==> config.mk <==
export PLATFORM = sky130hd
export DESIGN_NAME = mag_i2c_slave
export DESIGN_NICKNAME = d
export VERILOG_FILES = /design/src/mag_i2c_pkg.sv /design/src/byte_fifo.sv /design/src/mag_i2c_slave.sv
export SDC_FILE = /design/constraint.sdc
export NUM_CORES = 1
export LEC_CHECK = 0
export BUFFER_PORTS_ARGS = -buffer_cell sky130_fd_sc_hd__buf_4
export CORE_UTILIZATION = 30
export DETAILED_ROUTE_END_ITERATION = 8
export GPL_ROUTABILITY_DRIVEN = 0
export PLACE_DENSITY = 0.58
export RECOVER_POWER = 25
export SYNTH_ARGS = -nofsm -noshare
export SYNTH_HDL_FRONTEND = slang
export SYNTH_SLANG_ARGS = --single-unit
==> constraint.sdc <==
create_clock -name sys_clk_in -period 2.5 [get_ports sys_clk_in]
set_input_delay 0.25 -clock sys_clk_in [delete_from_list [all_inputs] [get_ports sys_clk_in]]
set_output_delay 0.25 -clock sys_clk_in [all_outputs]
set_load 0.03 [all_outputs]
==> src/mag_i2c_pkg.sv <==
// package: constants and carrier types for the magnetometer i2c slave
package mag_i2c_pkg;
  // =====================================================================
  // link framing
  localparam int unsigned BITS_PER_BYTE = 8;
  localparam int unsigned CLOCKS_PER_BYTE = 9;
  localparam logic [3:0] ACK_SLOT = 4'h8;
  // address pattern 0110xx0, xx strapped
  localparam logic [1:0] ADDR_HI_BITS = 2'h1;
  localparam logic [3:0] ADDR_FIXED_HI = 4'h6;
  localparam logic DIR_READ = 1'b1;
  // =====================================================================
  // register space
  localparam logic [7:0] PTR_COMMAND = 8'h00;
  localparam logic [7:0] PTR_X_HIGH = 8'h01;
  localparam logic [7:0] PTR_X_LOW = 8'h02;
  localparam logic [7:0] PTR_Y_HIGH = 8'h03;
  localparam logic [7:0] PTR_Y_LOW = 8'h04;
  localparam logic [7:0] PTR_RESET = 8'h00;
  localparam logic [7:0] COMMAND_RESET = 8'h00;
  localparam int unsigned CMD_MEASURE_POS = 0;
  localparam int unsigned CMD_FWD_STRAP_POS = 1;
  localparam int unsigned CMD_REV_STRAP_POS = 2;
  localparam logic [7:0] CMD_WRITABLE_MASK = 8'h07;
  localparam int unsigned AXIS_SIG_BITS = 12;
  // =====================================================================
  // fifo
  localparam int unsigned FIFO_DEPTH = 16;
  localparam int unsigned FIFO_WIDTH = 8;
  // one axis sample: 12 significant bits
  typedef struct packed {
    logic [11:0] x;
    logic [11:0] y;
  } axis_sample_t;
  // one byte written by the master
  typedef struct packed {
    logic first;
    logic [7:0] data;
  } wr_byte_t;
endpackage

==> src/byte_fifo.sv <==
// synchronous fifo with valid/ready on both sides
`timescale 1ns/1ps
module byte_fifo #(
  parameter int unsigned WIDTH = 8,
  parameter int unsigned DEPTH = 16
) (
  input wire logic sys_clk_in,
  input wire logic rst_n_in,
  input wire logic [WIDTH-1:0] wr_data_in,
  input wire logic wr_valid_in,
  output logic wr_ready_out,
  output logic [WIDTH-1:0] rd_data_out,
  output logic rd_valid_out,
  input wire logic rd_ready_in
);
  localparam int unsigned AW = $clog2(DEPTH);
  logic [WIDTH-1:0] mem [DEPTH];
  logic [AW-1:0] wr_ptr_reg;
  logic [AW-1:0] rd_ptr_reg;
  logic [AW:0] count_reg;
  wire push = wr_valid_in && wr_ready_out;
  wire pop = rd_valid_out && rd_ready_in;
  // honest flags from the occupancy count
  assign wr_ready_out = (count_reg != (AW+1)'(DEPTH));
  assign rd_valid_out = (count_reg != '0);
  assign rd_data_out = mem[rd_ptr_reg];
  // storage has no reset, only pointers and count do
  always_ff @(posedge sys_clk_in) begin
    if (push) begin
      mem[wr_ptr_reg] <= wr_data_in;
    end
  end
  always_ff @(posedge sys_clk_in or negedge rst_n_in) begin
    if (!rst_n_in) begin
      wr_ptr_reg <= '0;
      rd_ptr_reg <= '0;
      count_reg <= '0;
    end else begin
      if (push) wr_ptr_reg <= wr_ptr_reg + 1'b1;
      if (pop) rd_ptr_reg <= rd_ptr_reg + 1'b1;
      count_reg <= count_reg + (AW+1)'(push) - (AW+1)'(pop);
    end
  end
  // empty or full count must coincide with the pointers meeting
  property p_count_ptrs_agree;
    @(posedge sys_clk_in) disable iff (!rst_n_in)
      (count_reg == '0 || count_reg == (AW+1)'(DEPTH)) |-> (wr_ptr_reg == rd_ptr_reg);
  endproperty
  a_count_ptrs_agree: assert property (p_count_ptrs_agree) else $error("fifo count off");
endmodule

==> src/mag_i2c_slave.sv <==
// magnetometer i2c slave: link engine, command register, read stream
`timescale 1ns/1ps
// =====================================================================
// Behaviour
// - data changes only while clock low
// - falling data, clock high: start
// - rising data, clock high: stop
// - eight bits plus acknowledge per byte
// - bytes shifted most significant bit first
// - answer address 0110xx0, xx strapped
// - eighth address bit: one read
// - acknowledge own address on ninth clock
// - slave only, never starts transfers
// - measure request also wakes device
// - measure done clears bit zero
// - bit one fires forward strap pulse
// - bit two fires reverse strap pulse
// - after master ack drive next byte
// - up to five bytes from pointer zero
// - order command, x high/low, y high/low
// - axes twelve bits, upper bits zero
// - pointer advances after each read byte
// - reset clears command and pointer
// - both strap bits: forward only
module mag_i2c_slave (
  input wire logic sys_clk_in,
  input wire logic rst_n_in,
  input wire logic scl_in,
  input wire logic sda_in,
  output logic sda_out,
  output logic sda_oe_out,
  input wire logic [1:0] addr_strap_in,
  input wire logic measurement_done_signal_in,
  input wire logic strap_pulse_done_signal_in,
  input wire mag_i2c_pkg::axis_sample_t sample_in,
  output logic wake_out,
  output logic measure_start_out,
  output logic fwd_strap_start_out,
  output logic rev_strap_start_out,
  output logic [7:0] command_out,
  output logic [7:0] pointer_out
);
  typedef enum logic [2:0] {ST_IDLE, ST_ADDR, ST_WRITE, ST_READ, ST_IGNORE} link_state_t;
  // =====================================================================
  // line edge detection
  logic scl_prev_reg;
  logic sda_prev_reg;
  wire scl_rise = scl_in && !scl_prev_reg;
  wire scl_fall = !scl_in && scl_prev_reg;
  wire start_seen = scl_in && scl_prev_reg && sda_prev_reg && !sda_in;
  wire stop_seen = scl_in && scl_prev_reg && !sda_prev_reg && sda_in;
  always_ff @(posedge sys_clk_in or negedge rst_n_in) begin
    if (!rst_n_in) begin
      scl_prev_reg <= 1'b1;
      sda_prev_reg <= 1'b1;
    end else begin
      scl_prev_reg <= scl_in;
      sda_prev_reg <= sda_in;
    end
  end
  // =====================================================================
  // bit engine state
  link_state_t state_reg;
  logic [3:0] bit_cnt_reg;
  logic [7:0] shift_reg;
  logic [7:0] tx_reg;
  logic ack_drive_reg;
  logic tx_drive_reg;
  logic first_wr_reg;
  logic [7:0] pointer_reg;
  logic [7:0] command_reg;
  // ninth clock is the acknowledge slot
  wire ack_slot = (bit_cnt_reg == mag_i2c_pkg::ACK_SLOT);
  wire byte_done = scl_rise && (bit_cnt_reg == 4'(mag_i2c_pkg::BITS_PER_BYTE - 1));
  wire [7:0] rx_byte = {shift_reg[6:0], sda_in};
  wire addr_match = (rx_byte[7:4] == mag_i2c_pkg::ADDR_FIXED_HI)
                    && (rx_byte[3:2] == addr_strap_in) && !rx_byte[1];
  wire dir_read = (rx_byte[0] == mag_i2c_pkg::DIR_READ);
  // the ack slot right after a read address is ours, not the master's; counting it
  // would step the pointer before the first byte went out
  wire master_slot = scl_rise && ack_slot && (state_reg == ST_READ) && !first_wr_reg;
  wire master_ack = master_slot && !sda_in;
  wire master_nack = master_slot && sda_in;
  // =====================================================================
  // read byte selection
  wire [15:0] x_word = {{(16 - mag_i2c_pkg::AXIS_SIG_BITS){1'b0}}, sample_in.x};
  wire [15:0] y_word = {{(16 - mag_i2c_pkg::AXIS_SIG_BITS){1'b0}}, sample_in.y};
  logic [7:0] read_sel;
  // fixed read order, zero fill, live readback
  always_comb begin
    unique case (pointer_reg)
      mag_i2c_pkg::PTR_COMMAND: read_sel = command_reg;
      mag_i2c_pkg::PTR_X_HIGH: read_sel = x_word[15:8];
      mag_i2c_pkg::PTR_X_LOW: read_sel = x_word[7:0];
      mag_i2c_pkg::PTR_Y_HIGH: read_sel = y_word[15:8];
      mag_i2c_pkg::PTR_Y_LOW: read_sel = y_word[7:0];
      default: read_sel = 8'h00;
    endcase
  end
  // =====================================================================
  // write path through the fifo; the command logic drains it
  mag_i2c_pkg::wr_byte_t wr_byte;
  logic fifo_wr_ready;
  logic fifo_rd_valid;
  logic [8:0] fifo_rd_data;
  mag_i2c_pkg::wr_byte_t fifo_head;
  wire wr_push = byte_done && (state_reg == ST_WRITE) && fifo_wr_ready;
  assign wr_byte = '{first: first_wr_reg, data: rx_byte};
  assign fifo_head = mag_i2c_pkg::wr_byte_t'(fifo_rd_data);
  byte_fifo #(
    .WIDTH(9),
    .DEPTH(mag_i2c_pkg::FIFO_DEPTH)
  ) u_wr_fifo (
    .sys_clk_in(sys_clk_in),
    .rst_n_in(rst_n_in),
    .wr_data_in(wr_byte),
    // a byte that meets a full fifo is dropped and left unacknowledged
    .wr_valid_in(wr_push),
    .wr_ready_out(fifo_wr_ready),
    .rd_data_out(fifo_rd_data),
    .rd_valid_out(fifo_rd_valid),
    .rd_ready_in(1'b1)
  );
  wire pop_ptr = fifo_rd_valid && fifo_head.first;
  wire pop_cmd = fifo_rd_valid && !fifo_head.first;
  // =====================================================================
  // link state machine; reacts to start, stop and the master's rising clocks
  always_ff @(posedge sys_clk_in or negedge rst_n_in) begin
    if (!rst_n_in) begin
      state_reg <= ST_IDLE;
      bit_cnt_reg <= 4'h0;
      shift_reg <= 8'h00;
      first_wr_reg <= 1'b0;
    end else if (start_seen) begin
      state_reg <= ST_ADDR;
      bit_cnt_reg <= 4'h0;
    end else if (stop_seen) begin
      state_reg <= ST_IDLE;
    end else if (scl_rise && state_reg != ST_IDLE) begin
      shift_reg <= rx_byte;
      bit_cnt_reg <= ack_slot ? 4'h0 : bit_cnt_reg + 4'h1;
      if (byte_done && state_reg == ST_ADDR) begin
        state_reg <= !addr_match ? ST_IGNORE : (dir_read ? ST_READ : ST_WRITE);
        first_wr_reg <= 1'b1;
      end else if (byte_done && state_reg == ST_WRITE) begin
        first_wr_reg <= 1'b0;
      end
      if (ack_slot && state_reg == ST_READ) first_wr_reg <= 1'b0;
      if (master_nack) state_reg <= ST_IGNORE;
    end
  end
  // =====================================================================
  // sda drive: acknowledge and read data change only on scl low
  always_ff @(posedge sys_clk_in or negedge rst_n_in) begin
    if (!rst_n_in) begin
      ack_drive_reg <= 1'b0;
      tx_drive_reg <= 1'b0;
      tx_reg <= 8'h00;
    end else if (start_seen || stop_seen) begin
      ack_drive_reg <= 1'b0;
      tx_drive_reg <= 1'b0;
    end else if (scl_fall) begin
      // ack own address; write bytes acked while fifo has room
      ack_drive_reg <= ack_slot && ((state_reg == ST_READ && first_wr_reg)
        || (state_reg == ST_WRITE && fifo_wr_ready));
      // load and shift only on the falling clock
      if (state_reg == ST_READ && bit_cnt_reg == 4'h0 && tx_drive_reg == 1'b0) begin
        tx_reg <= {read_sel[6:0], 1'b0};
        tx_drive_reg <= !read_sel[7];
      end else if (state_reg == ST_READ && bit_cnt_reg < 4'h8 && bit_cnt_reg != 4'h0) begin
        tx_drive_reg <= !tx_reg[7];
        tx_reg <= {tx_reg[6:0], 1'b0};
      end else begin
        tx_drive_reg <= 1'b0;
      end
    end
  end
  assign sda_out = 1'b0;
  assign sda_oe_out = ack_drive_reg || tx_drive_reg;
  // =====================================================================
  // pointer and command register
  logic [7:0] pointer_next;
  logic [7:0] command_next;
  wire [7:0] wr_cmd = fifo_head.data & mag_i2c_pkg::CMD_WRITABLE_MASK;
  // auto increment; five bytes wrap to command
  assign pointer_next = pop_ptr ? fifo_head.data :
    (master_ack || master_nack) ?
      ((pointer_reg == mag_i2c_pkg::PTR_Y_LOW) ? mag_i2c_pkg::PTR_COMMAND
       : pointer_reg + 8'h01) : pointer_reg;
  // done signals clear, a new write in the same cycle wins
  always_comb begin
    command_next = command_reg;
    if (measurement_done_signal_in) command_next[mag_i2c_pkg::CMD_MEASURE_POS] = 1'b0;
    if (strap_pulse_done_signal_in) begin
      command_next[mag_i2c_pkg::CMD_FWD_STRAP_POS] = 1'b0;
      command_next[mag_i2c_pkg::CMD_REV_STRAP_POS] = 1'b0;
    end
    if (pop_cmd) begin
      command_next = wr_cmd;
      // forward only when both strap bits set
      if (wr_cmd[mag_i2c_pkg::CMD_FWD_STRAP_POS]) begin
        command_next[mag_i2c_pkg::CMD_REV_STRAP_POS] = 1'b0;
      end
    end
  end
  always_ff @(posedge sys_clk_in or negedge rst_n_in) begin
    if (!rst_n_in) begin
      pointer_reg <= mag_i2c_pkg::PTR_RESET;
      command_reg <= mag_i2c_pkg::COMMAND_RESET;
    end else begin
      pointer_reg <= pointer_next;
      command_reg <= command_next;
    end
  end
  // =====================================================================
  // start pulses to the analog side
  logic measure_start_reg;
  logic fwd_start_reg;
  logic rev_start_reg;
  always_ff @(posedge sys_clk_in or negedge rst_n_in) begin
    if (!rst_n_in) begin
      measure_start_reg <= 1'b0;
      fwd_start_reg <= 1'b0;
      rev_start_reg <= 1'b0;
    end else begin
      measure_start_reg <= pop_cmd && wr_cmd[mag_i2c_pkg::CMD_MEASURE_POS];
      fwd_start_reg <= pop_cmd && wr_cmd[mag_i2c_pkg::CMD_FWD_STRAP_POS];
      rev_start_reg <= pop_cmd && wr_cmd[mag_i2c_pkg::CMD_REV_STRAP_POS]
                       && !wr_cmd[mag_i2c_pkg::CMD_FWD_STRAP_POS];
    end
  end
  assign measure_start_out = measure_start_reg;
  assign fwd_strap_start_out = fwd_start_reg;
  assign rev_strap_start_out = rev_start_reg;
  // wake held while any command is pending
  assign wake_out = |command_reg;
  assign command_out = command_reg;
  assign pointer_out = pointer_reg;
  // =====================================================================
  // checks
  property p_ack_in_slot;
    @(posedge sys_clk_in) disable iff (!rst_n_in)
      (ack_drive_reg && scl_rise) |-> ack_slot;
  endproperty
  a_ack_in_slot: assert property (p_ack_in_slot) else $error("ack outside ninth clock");
  property p_drive_change_scl_low;
    @(posedge sys_clk_in) disable iff (!rst_n_in)
      (scl_in && scl_prev_reg && !start_seen && !stop_seen) |=> $stable(sda_oe_out);
  endproperty
  a_drive_change_scl_low: assert property (p_drive_change_scl_low) else $error("sda moved");
  property p_start_enters_addr;
    @(posedge sys_clk_in) disable iff (!rst_n_in)
      start_seen |=> (state_reg == ST_ADDR) && (bit_cnt_reg == 4'h0);
  endproperty
  a_start_enters_addr: assert property (p_start_enters_addr) else $error("start missed");
  property p_stop_idles;
    @(posedge sys_clk_in) disable iff (!rst_n_in)
      stop_seen |=> (state_reg == ST_IDLE) && !sda_oe_out;
  endproperty
  a_stop_idles: assert property (p_stop_idles) else $error("stop missed");
  property p_bitcnt_range;
    @(posedge sys_clk_in) disable iff (!rst_n_in)
      bit_cnt_reg <= 4'(mag_i2c_pkg::CLOCKS_PER_BYTE - 1);
  endproperty
  a_bitcnt_range: assert property (p_bitcnt_range) else $error("bit count overrun");
  property p_foreign_addr_ignored;
    @(posedge sys_clk_in) disable iff (!rst_n_in)
      (byte_done && state_reg == ST_ADDR && !addr_match) |=> state_reg == ST_IGNORE;
  endproperty
  a_foreign_addr_ignored: assert property (p_foreign_addr_ignored) else $error("bad addr");
  property p_dir_read;
    @(posedge sys_clk_in) disable iff (!rst_n_in)
      (byte_done && state_reg == ST_ADDR && addr_match && dir_read && !start_seen
       && !stop_seen) |=> state_reg == ST_READ;
  endproperty
  a_dir_read: assert property (p_dir_read) else $error("direction wrong");
  property p_measure_clears;
    @(posedge sys_clk_in) disable iff (!rst_n_in)
      (measurement_done_signal_in && !pop_cmd) |=> !command_reg[0];
  endproperty
  a_measure_clears: assert property (p_measure_clears) else $error("measure not cleared");
  property p_strap_clears;
    @(posedge sys_clk_in) disable iff (!rst_n_in)
      (strap_pulse_done_signal_in && !pop_cmd) |=> command_reg[2:1] == 2'b00;
  endproperty
  a_strap_clears: assert property (p_strap_clears) else $error("strap not cleared");
  property p_forward_only;
    @(posedge sys_clk_in) disable iff (!rst_n_in)
      fwd_strap_start_out |-> !rev_strap_start_out;
  endproperty
  a_forward_only: assert property (p_forward_only) else $error("both straps fired");
  property p_pointer_wraps;
    @(posedge sys_clk_in) disable iff (!rst_n_in)
      pointer_reg <= mag_i2c_pkg::PTR_Y_LOW || pop_ptr || $past(pop_ptr);
  endproperty
  a_pointer_wraps: assert property (p_pointer_wraps) else $error("pointer past y low");
  property p_pointer_step;
    @(posedge sys_clk_in) disable iff (!rst_n_in)
      (master_ack && !pop_ptr && pointer_reg < mag_i2c_pkg::PTR_Y_LOW)
        |=> pointer_reg == $past(pointer_reg) + 8'h01;
  endproperty
  a_pointer_step: assert property (p_pointer_step) else $error("pointer stuck");
  // read data must be released before the master's slot, or its nack is lost
  property p_master_slot_free;
    @(posedge sys_clk_in) disable iff (!rst_n_in)
      master_slot |-> !sda_oe_out;
  endproperty
  a_master_slot_free: assert property (p_master_slot_free) else $error("slave held slot");
  // high bytes of both axes carry four zero bits
  property p_axis_zero_fill;
    @(posedge sys_clk_in) disable iff (!rst_n_in)
      (pointer_reg == mag_i2c_pkg::PTR_X_HIGH || pointer_reg == mag_i2c_pkg::PTR_Y_HIGH)
        |-> read_sel[7:4] == 4'h0;
  endproperty
  a_axis_zero_fill: assert property (p_axis_zero_fill) else $error("axis not zero filled");
  property p_measure_wakes;
    @(posedge sys_clk_in) disable iff (!rst_n_in)
      measure_start_out |-> wake_out;
  endproperty
  a_measure_wakes: assert property (p_measure_wakes) else $error("measure without wake");
  c_nack: cover property (@(posedge sys_clk_in) master_nack);
  c_read_ack: cover property (@(posedge sys_clk_in) master_ack);
  c_measure: cover property (@(posedge sys_clk_in) measure_start_out);
  c_fwd: cover property (@(posedge sys_clk_in) fwd_strap_start_out);
  c_rev: cover property (@(posedge sys_clk_in) rev_strap_start_out);
endmodule

==> results of run 1 <==
synth_stat cells (all sizes together), types with 6 or more instances:
cell type	n	area [µm²]
o21ai	13	68.81
ha	17	212.7
nand3	6	30.03
dfrtp	51	1276
nor3	14	102.6
nand2	53	198.9
buf	18	113.9
nor2b	6	37.54
mux2i	19	190.2
a22oi	13	97.59
and2	9	56.30
xnor2	8	70.07
inv	17	63.81
clkbuf	12	45.04
a21oi	14	70.07
xor2	6	52.55
mux2	12	135.1
edfxtp	144	4324
nor4	6	50.04
nor2	26	100.1
mux4	35	788.3
and3	7	43.79
power by group:
group	internal, W	leakage, nW	switching, W	total [W]
Sequential	0.00385	2.02	0.000451	0.00430
Combinational	0.00145	1.61	0.00155	0.00299
Clock	0.00140	0.281	0.00127	0.00267
path summary, 6_finish.rpt:
check	start	slack, ns	cells past startpoint	to
setup / recovery	u_wr_fifo.count_reg[3]$_DFF_PN0_	0.08	11	u_wr_fifo.count_reg[4]$_DFF_PN0_
hold / removal	strap_pulse_done_signal_in	0.08	3	command_out[1]$_DFFE_PN0P_
setup reg to reg	u_wr_fifo.count_reg[3]$_DFF_PN0_	0.08	11	u_wr_fifo.count_reg[4]$_DFF_PN0_
hold reg to reg	ack_drive_reg$_DFFE_PN0P_	0.48	1	ack_drive_reg$_DFFE_PN0P_
max in group asynchronous	rst_n_in	0.94	2	u_wr_fifo.rd_ptr_reg[0]$_DFFE_PN0N_
min in group asynchronous	rst_n_in	0.65	2	u_wr_fifo.rd_ptr_reg[3]$_DFFE_PN0N_
layout make-up:
| type | count | area, µm² |
|---|---|---|
| inverter | 18 | 67.56 |
| fill | 2702 | 17610 |
| sequential | 197 | 5654 |
| tap | 378 | 473.0 |
| clock buffer | 17 | 425.4 |
| multi-input combinational | 328 | 2833 |
| clock inverter | 15 | 146.4 |
| timing repair buffer | 105 | 877.1 |
metal layers:
metal / global-route usage (%) / routed length (µm) / up-vias
met5: 0 / 0 / -
met4: 4.386 / 195 / 0
met3: 2.060 / 811 / 14
met2: 21.48 / 9053 / 88
met1: 18.01 / 8346 / 2496
li1: - / - / 2356
cells by family (layout without fill, tap and decap cells):
family                     after synthesis  after routing  synth area share (%)
other                                    1              6               0.04328
and+or+nand+nor                        158            158                 9.978
muxes                                   66             66                 12.85
xor gates and xnor gates                14             14                 1.415
buffers and inverters                   48            155                 2.614
AOI/OAI and AO/OA                       66             66                 5.170
DFF                                    197            197                 65.24
adders and majority gates               18             18                 2.686
per-stage QoR:
stage | cells | utilization, %
after floorplan | 573 | -
after global placement | 1023 | 35.17
after detailed placement | 1023 | 35.17
after CTS | 1058 | 37.33
after global routing | 1058 | 37.30
final | 1058 | 37.30
tightest hold or removal path, cell delays in order:
cell                       delay [ns]
sky130_fd_sc_hd__buf_4           0.08
sky130_fd_sc_hd__nand2b_1        0.09
sky130_fd_sc_hd__mux2i_1         0.06
repair_timing:
item / in CTS / in global routing
gates resized for setup: 2 / 5
hold buffers: 2 / 0
endpoints found under the setup margin: 1 / 66
setup buffers: 1 / 0
pin swaps: 2 / 2
endpoints found under the hold margin: 52 / 0
==> flow_summary.json, run 1 <==
{
  "maxCapViolCount": 0,
  "timing_max_transition_violations_final": 0,
  "yosys_most_used_dff": "sky130_fd_sc_hd__edfxtp_1",
  "dpl-instance-area_um2": 9879,
  "cts_max_level": 4,
  "clk_path_buf_depth": 2,
  "min-delay-path-class": "input pin to flop",
  "layout-area-overhead-vs-synth_pct": 20.91,
  "first_pass_grt_wire_length_mm": 28.77,
  "timing.critical_path.max_delay_family": "adder cells",
  "dieHeight_um": 171.9,
  "largest_register": "u_wr_fifo.mem",
  "rsz0062_at_grt": "yes",
  "layout_setup_ws_ns": 0.07713,
  "cp.required_ns": 2.86,
  "synth_enable_flop_cells": 144,
  "path_buf_inv": 2,
  "grt_usage_pct": 13.22,
  "place.port_buffers": 47,
  "finClkSkew_ns": 0.01238,
  "core.rowCount": 61,
  "arrival_ns": 2.78,
  "dr_total_vias": 4954,
  "leakagePower_nw": 3.917,
  "clock_sink_count": 197,
  "clock_pin_slew_reported_for_the_worst_setup_and_hold_paths_after_clock_tree_synthesis_ns": 0.07,
  "detail-route-antenna-nets": 0,
  "post_route_cells_drive_above_1_share_pct": 28.68,
  "layout_commonest_cell": "sky130_fd_sc_hd__edfxtp_1",
  "critical_path.max_fanout": 2,
  "grt_start_max_net_pins": 54,
  "synth-seq-area-share_pct": 65.24,
  "critical_path.cell_chain": "inv_1 > ha_1 > or4b_4 > ha_1 > inv_1 > ha_2 > fa_2 > a21oi_2 > nor2_1 > nor2_1 > xnor2_1",
  "drt-vias-per-instance": 4.682,
  "number_of_storage_elements_in_the_synthesis_netlist": 197,
  "grt_overflow_total": 0,
  "final_cell_mix": "sky130_fd_sc_hd__edfxtp_1, sky130_fd_sc_hd__buf_4, sky130_fd_sc_hd__nand2_1, sky130_fd_sc_hd__dfrtp_1, sky130_fd_sc_hd__mux4_2",
  "synth_area_per_cell_um2": 15.25,
  "cts_tree": "built",
  "final_nets": 717,
  "fp.coreArea_um2": 28090,
  "critical_path.startpoint_type": "flop",
  "post-place-ws_ns": -0.0006897,
  "setup-violations-final": 0,
  "max_slew_headroom_at_the_worst_pin_pct": 7.398,
  "hold-worst-slack_ns": 0.08313,
  "worstSetupPathType": "flop to flop",
  "drc": 0,
  "worst_skew_pair.late_latency_ns": 0.44,
  "post_drt_wl_per_cell_um": 17.40,
  "synthArstFlopShare_pct": 26.90,
  "fmax_mhz": 412.7,
  "timing.final.crit_share_pct": 96.91,
  "dieArea_um2": 29570,
  "top_level_i_o_count": 54,
  "cts_made_buffers": 17,
  "num_antenna_cells": 0,
  "setup-tns-final_ns": 0,
  "initial_core_util_pct": 30.85,
  "post-dp-hpwl_mm": 12.60,
  "report.power.total_w": 0.009961,
  "dr.first_iter.drc_count": 315,
  "synth_area_um2": 8665,
  "cts_root_buffer": "sky130_fd_sc_hd__clkbuf_16",
  "fin_area_um2": 10480,
  "crit_path_max_incr_delay_ns": 0.46,
  "crit_slowest_cell": "sky130_fd_sc_hd__or4b_4",
  "first_global_vias": 4978,
  "wl_mm": 18.41,
  "timing_worst_slew_pin_value_ns": 1.389,
  "synth_cell_type_count": 63,
  "ys_warn_count": 0,
  "antenna_found_initial": 0,
  "power.density_nw_per_um2": 950.8,
  "finalHoldViolations": 0,
  "max_ffs_per_register": 144,
  "die_w_um": 171.9,
  "final.min_clock_period_ns": 2.423,
  "vdd_drop_max_v": 0.0005416,
  "detailedRoute.firstPassIterationCount": 4,
  "outcome": "complete, no violations",
  "critical_path.endpoint_type": "flop",
  "syn_inst": 568
}
Note: power is estimated with default switching activity, not from simulation.
==> run 2: changes to the inputs <==
--- a/config.mk
+++ b/config.mk
@@ -6,11 +6,12 @@
 export NUM_CORES = 1
 export LEC_CHECK = 0
 export BUFFER_PORTS_ARGS = -buffer_cell sky130_fd_sc_hd__buf_4
-export CORE_UTILIZATION = 30
+export CORE_UTILIZATION = 40
 export DETAILED_ROUTE_END_ITERATION = 8
 export GPL_ROUTABILITY_DRIVEN = 0
-export PLACE_DENSITY = 0.58
+export PLACE_DENSITY = 0.7
 export RECOVER_POWER = 25
 export SYNTH_ARGS = -nofsm -noshare
 export SYNTH_HDL_FRONTEND = slang
+export SYNTH_HIERARCHICAL = 1
 export SYNTH_SLANG_ARGS = --single-unit
==> run 2 against run 1 <==
  * The run now ends with setup timing left
  * Die area is 24% lower
  * Synthesized cell count is 3.5% higher
  * Non-clock buffer count is 13 higher
  * Power is 12% higher
  * Count of clock-buffer cells in the layout stayed put
  * Utilization is 12 points higher
  * Setup slack worse by 0.12 ns
  * Critical path depth is 4 higher
  * Worst hold slack better by 0.048 ns
  * Critical endpoint is now u_wr_fifo/count_reg[4]$_DFF_PN0_
  * Largest cell class unchanged
  * Largest power group unchanged
==> flow_summary.json, run 2 <==
{
  "critical_path.cell_chain": "ha_2 > nand4b_1 > nor4_2 > and2_1 > and2_4 > inv_4 > ha_4 > inv_2 > ha_4 > inv_2 > fa_2 > inv_2 > a21oi_2 > o21bai_1 > xnor2_1",
  "synth_cell_type_count": 68,
  "cts_made_buffers": 17,
  "power.density_nw_per_um2": 1062,
  "antenna_found_initial": 0,
  "worst_skew_pair.late_latency_ns": 0.43,
  "dr_total_vias": 5412,
  "dieArea_um2": 22370,
  "clock_pin_slew_reported_for_the_worst_setup_and_hold_paths_after_clock_tree_synthesis_ns": 0.07,
  "timing.critical_path.max_delay_family": "adder cells",
  "path_buf_inv": 4,
  "synth_top_cell_by_area": "sky130_fd_sc_hd__edfxtp_1",
  "dieHeight_um": 149.6,
  "cts_max_level": 4,
  "post-dp-hpwl_mm": 13.06,
  "detail-route-antenna-nets": 0,
  "num_antenna_cells": 0,
  "drc": 0,
  "critical_path.startpoint_type": "flop",
  "clk_path_buf_depth": 2,
  "cp.required_ns": 2.86,
  "failing_checks": "setup timing",
  "hold_depth": 3,
  "vdd_drop_max_v": 0.0003976,
  "synth_area_um2": 8712,
  "initial_core_util_pct": 41.06,
  "rrSetupSlack_ns": -0.04,
  "layout-area-overhead-vs-synth_pct": 20.59,
  "finalHoldViolations": 0,
  "layout_commonest_cell": "sky130_fd_sc_hd__edfxtp_1",
  "die_w_um": 149.6,
  "dr.first_iter.drc_count": 506,
  "hold_path_end": "tx_reg[6]$_DFFE_PN0P_",
  "top_level_i_o_count": 54,
  "layout_setup_ws_ns": -0.04421,
  "synthArstFlopShare_pct": 26.90,
  "outcome": "finished with violations",
  "path_common_cell": "sky130_fd_sc_hd__inv_2",
  "fin_area_um2": 10510,
  "detailedRoute.firstPassIterationCount": 6,
  "maxCapViolCount": 0,
  "fmax_mhz": 393.1,
  "post_drt_wl_per_cell_um": 18.92,
  "min-delay-start": "sample_in[17]",
  "worst_r2r_startpoint": "bit_cnt_reg[1]$_DFFE_PN0P_",
  "final_nets": 747,
  "first_global_vias": 5406,
  "fp.coreArea_um2": 21220,
  "critical_path.endpoint_type": "flop",
  "utilization_pct": 49.51,
  "ys_warn_count": 6,
  "first_pass_grt_wire_length_mm": 29.53,
  "post-place-ws_ns": -0.1619,
  "synth_common_cells": "sky130_fd_sc_hd__edfxtp_1, sky130_fd_sc_hd__dfrtp_1, sky130_fd_sc_hd__mux2i_1",
  "leakagePower_nw": 3.979,
  "core.rowCount": 53,
  "finClkSkew_ns": 0.008829,
  "yosys_most_used_dff": "sky130_fd_sc_hd__edfxtp_1",
  "setup-violations-final": 2,
  "arrival_ns": 2.90,
  "timing_max_transition_violations_final": 0,
  "dpl-instance-area_um2": 9824,
  "max_slew_headroom_at_the_worst_pin_pct": 17.60,
  "syn_inst": 588,
  "synth-seq-area-share_pct": 64.89,
  "rr_endpoint": "u_wr_fifo/count_reg[4]$_DFF_PN0_",
  "critical_path.max_fanout": 2,
  "grt_overflow_total": 0,
  "timing_worst_slew_pin_value_ns": 1.236,
  "rsz0062_at_grt": "yes",
  "place.port_buffers": 47,
  "wl_mm": 18.63,
  "number_of_storage_elements_in_the_synthesis_netlist": 197,
  "largest_register": "u_wr_fifo/mem",
  "final.min_clock_period_ns": 2.544,
  "cts_tree": "built",
  "yosysMostFrequentCell": "sky130_fd_sc_hd__edfxtp_1",
  "crit_slowest_cell": "sky130_fd_sc_hd__dfrtp_1",
  "synth_enable_flop_cells": 144,
  "worstSetupPathType": "flop to flop",
  "drt-vias-per-instance": 5.494,
  "crit_path_max_incr_delay_ns": 0.36,
  "cts_root_buffer": "sky130_fd_sc_hd__clkbuf_16",
  "min-delay-path-class": "input pin to flop",
  "max_ffs_per_register": 144,
  "timing.final.crit_share_pct": 101.8,
  "reg2reg_depth": 15,
  "clock_sink_count": 197,
  "synth_area_per_cell_um2": 14.82,
  "post_route_cells_drive_above_1_share_pct": 28.59,
  "grt_usage_pct": 17.60,
  "final_cell_mix": "sky130_fd_sc_hd__edfxtp_1, sky130_fd_sc_hd__buf_4, sky130_fd_sc_hd__dfrtp_1, sky130_fd_sc_hd__mux2i_1",
  "synth.top_cell.area_share_pct": 49.63,
  "grt_start_max_net_pins": 54,
  "ys_top_cells_by_area": "sky130_fd_sc_hd__edfxtp_1, sky130_fd_sc_hd__dfrtp_1, sky130_fd_sc_hd__mux4_2"
}
==> run 2: cell families after synthesis <==
logic type               after synthesis  share of synthesized area [%]
other                                  2                        0.08620
adder cells (fa/ha/maj)               18                          2.671
buffers and inverters                 59                          3.360
multiplexers                          69                          10.73
AO/OA/AOI/OAI                        110                          8.646
AND/OR/NAND/NOR                      119                          8.215
flip-flops                           197                          64.89
XOR/XNOR                              14                          1.407
==> run 2: worst min-delay path: stages <==
cell and delay [ns]:
sky130_fd_sc_hd__buf_4 0.08, sky130_fd_sc_hd__a22oi_1 0.06, sky130_fd_sc_hd__o21ai_1 0.13
==> run 2: layer usage <==
| layer | share of wire [%] | up-vias | track usage (%) | routed length, µm |
|---|---|---|---|---|
| met3 | 4.6 | 25 | 2.470 | 861 |
| met5 | 0 | - | 0 | 0 |
| met1 | 42 | 2734 | 23.02 | 7793 |
| met4 | 1.7 | 0 | 6.378 | 325 |
| li1 | - | 2480 | - | - |
| met2 | 52 | 173 | 29.77 | 9653 |
==> run 2: final cells by class <==
cell class / instances / area [µm²]
fillers: 1746 / 10710
well taps: 275 / 344.1
flip-flops and latches: 197 / 5657
inverters: 26 / 100.1
clock buffers: 17 / 425.4
repair buffers: 118 / 965.9
clock inverters: 15 / 143.9
multi-input cells: 337 / 2870
==> run 2: stage by stage <==
step / setup TNS (ns) / std cells / total power, W / hold WS (ns)
finish: -0.06751 / 985 / 0.01115 / 0.1308
floorplan: -5.235 / 593 / 0.007049 / -0.04559
global placement: -0.05312 / 945 / 0.008345 / 0.3367
detailed placement: -0.1917 / 945 / 0.008479 / 0.3560
global route: -0.5610 / 985 / 0.01171 / 0.1240
CTS: -0.3068 / 983 / 0.01118 / 0.05279
==> run 2: worst max path at each step <==
stage | to | depth (start not counted) | start | slack (ns)
floorplan | u_wr_fifo/mem[0][0]$_DFFE_PP_ | 8 | bit_cnt_reg[0]$_DFFE_PN0P_ | -0.14
global placement | u_wr_fifo/count_reg[4]$_DFF_PN0_ | 15 | bit_cnt_reg[1]$_DFFE_PN0P_ | -0.05
detailed placement | u_wr_fifo/count_reg[4]$_DFF_PN0_ | 13 | u_wr_fifo/count_reg[2]$_DFF_PN0_ | -0.16
CTS | u_wr_fifo/count_reg[4]$_DFF_PN0_ | 15 | bit_cnt_reg[0]$_DFFE_PN0P_ | -0.16
global route | u_wr_fifo/count_reg[4]$_DFF_PN0_ | 15 | bit_cnt_reg[1]$_DFFE_PN0P_ | -0.14
finish | u_wr_fifo/count_reg[4]$_DFF_PN0_ | 15 | bit_cnt_reg[1]$_DFFE_PN0P_ | -0.04
==> run 2: report_power, final <==
part | leakage (nW) | switching (W) | total, W | internal (W)
Sequential | 1.94 | 0.000387 | 0.00446 | 0.00407
Combinational | 1.77 | 0.00232 | 0.00408 | 0.00176
Clock | 0.269 | 0.00122 | 0.00262 | 0.00140
==> run 2: timing repair <==
item                                    in CTS  in global routing
resized for setup                           15                  6
endpoints found under the setup margin       3                118
endpoints found under the hold margin       51                  0
buffers inserted                             5                  2
pin swaps                                    9                  8
hold buffers                                 1                  0
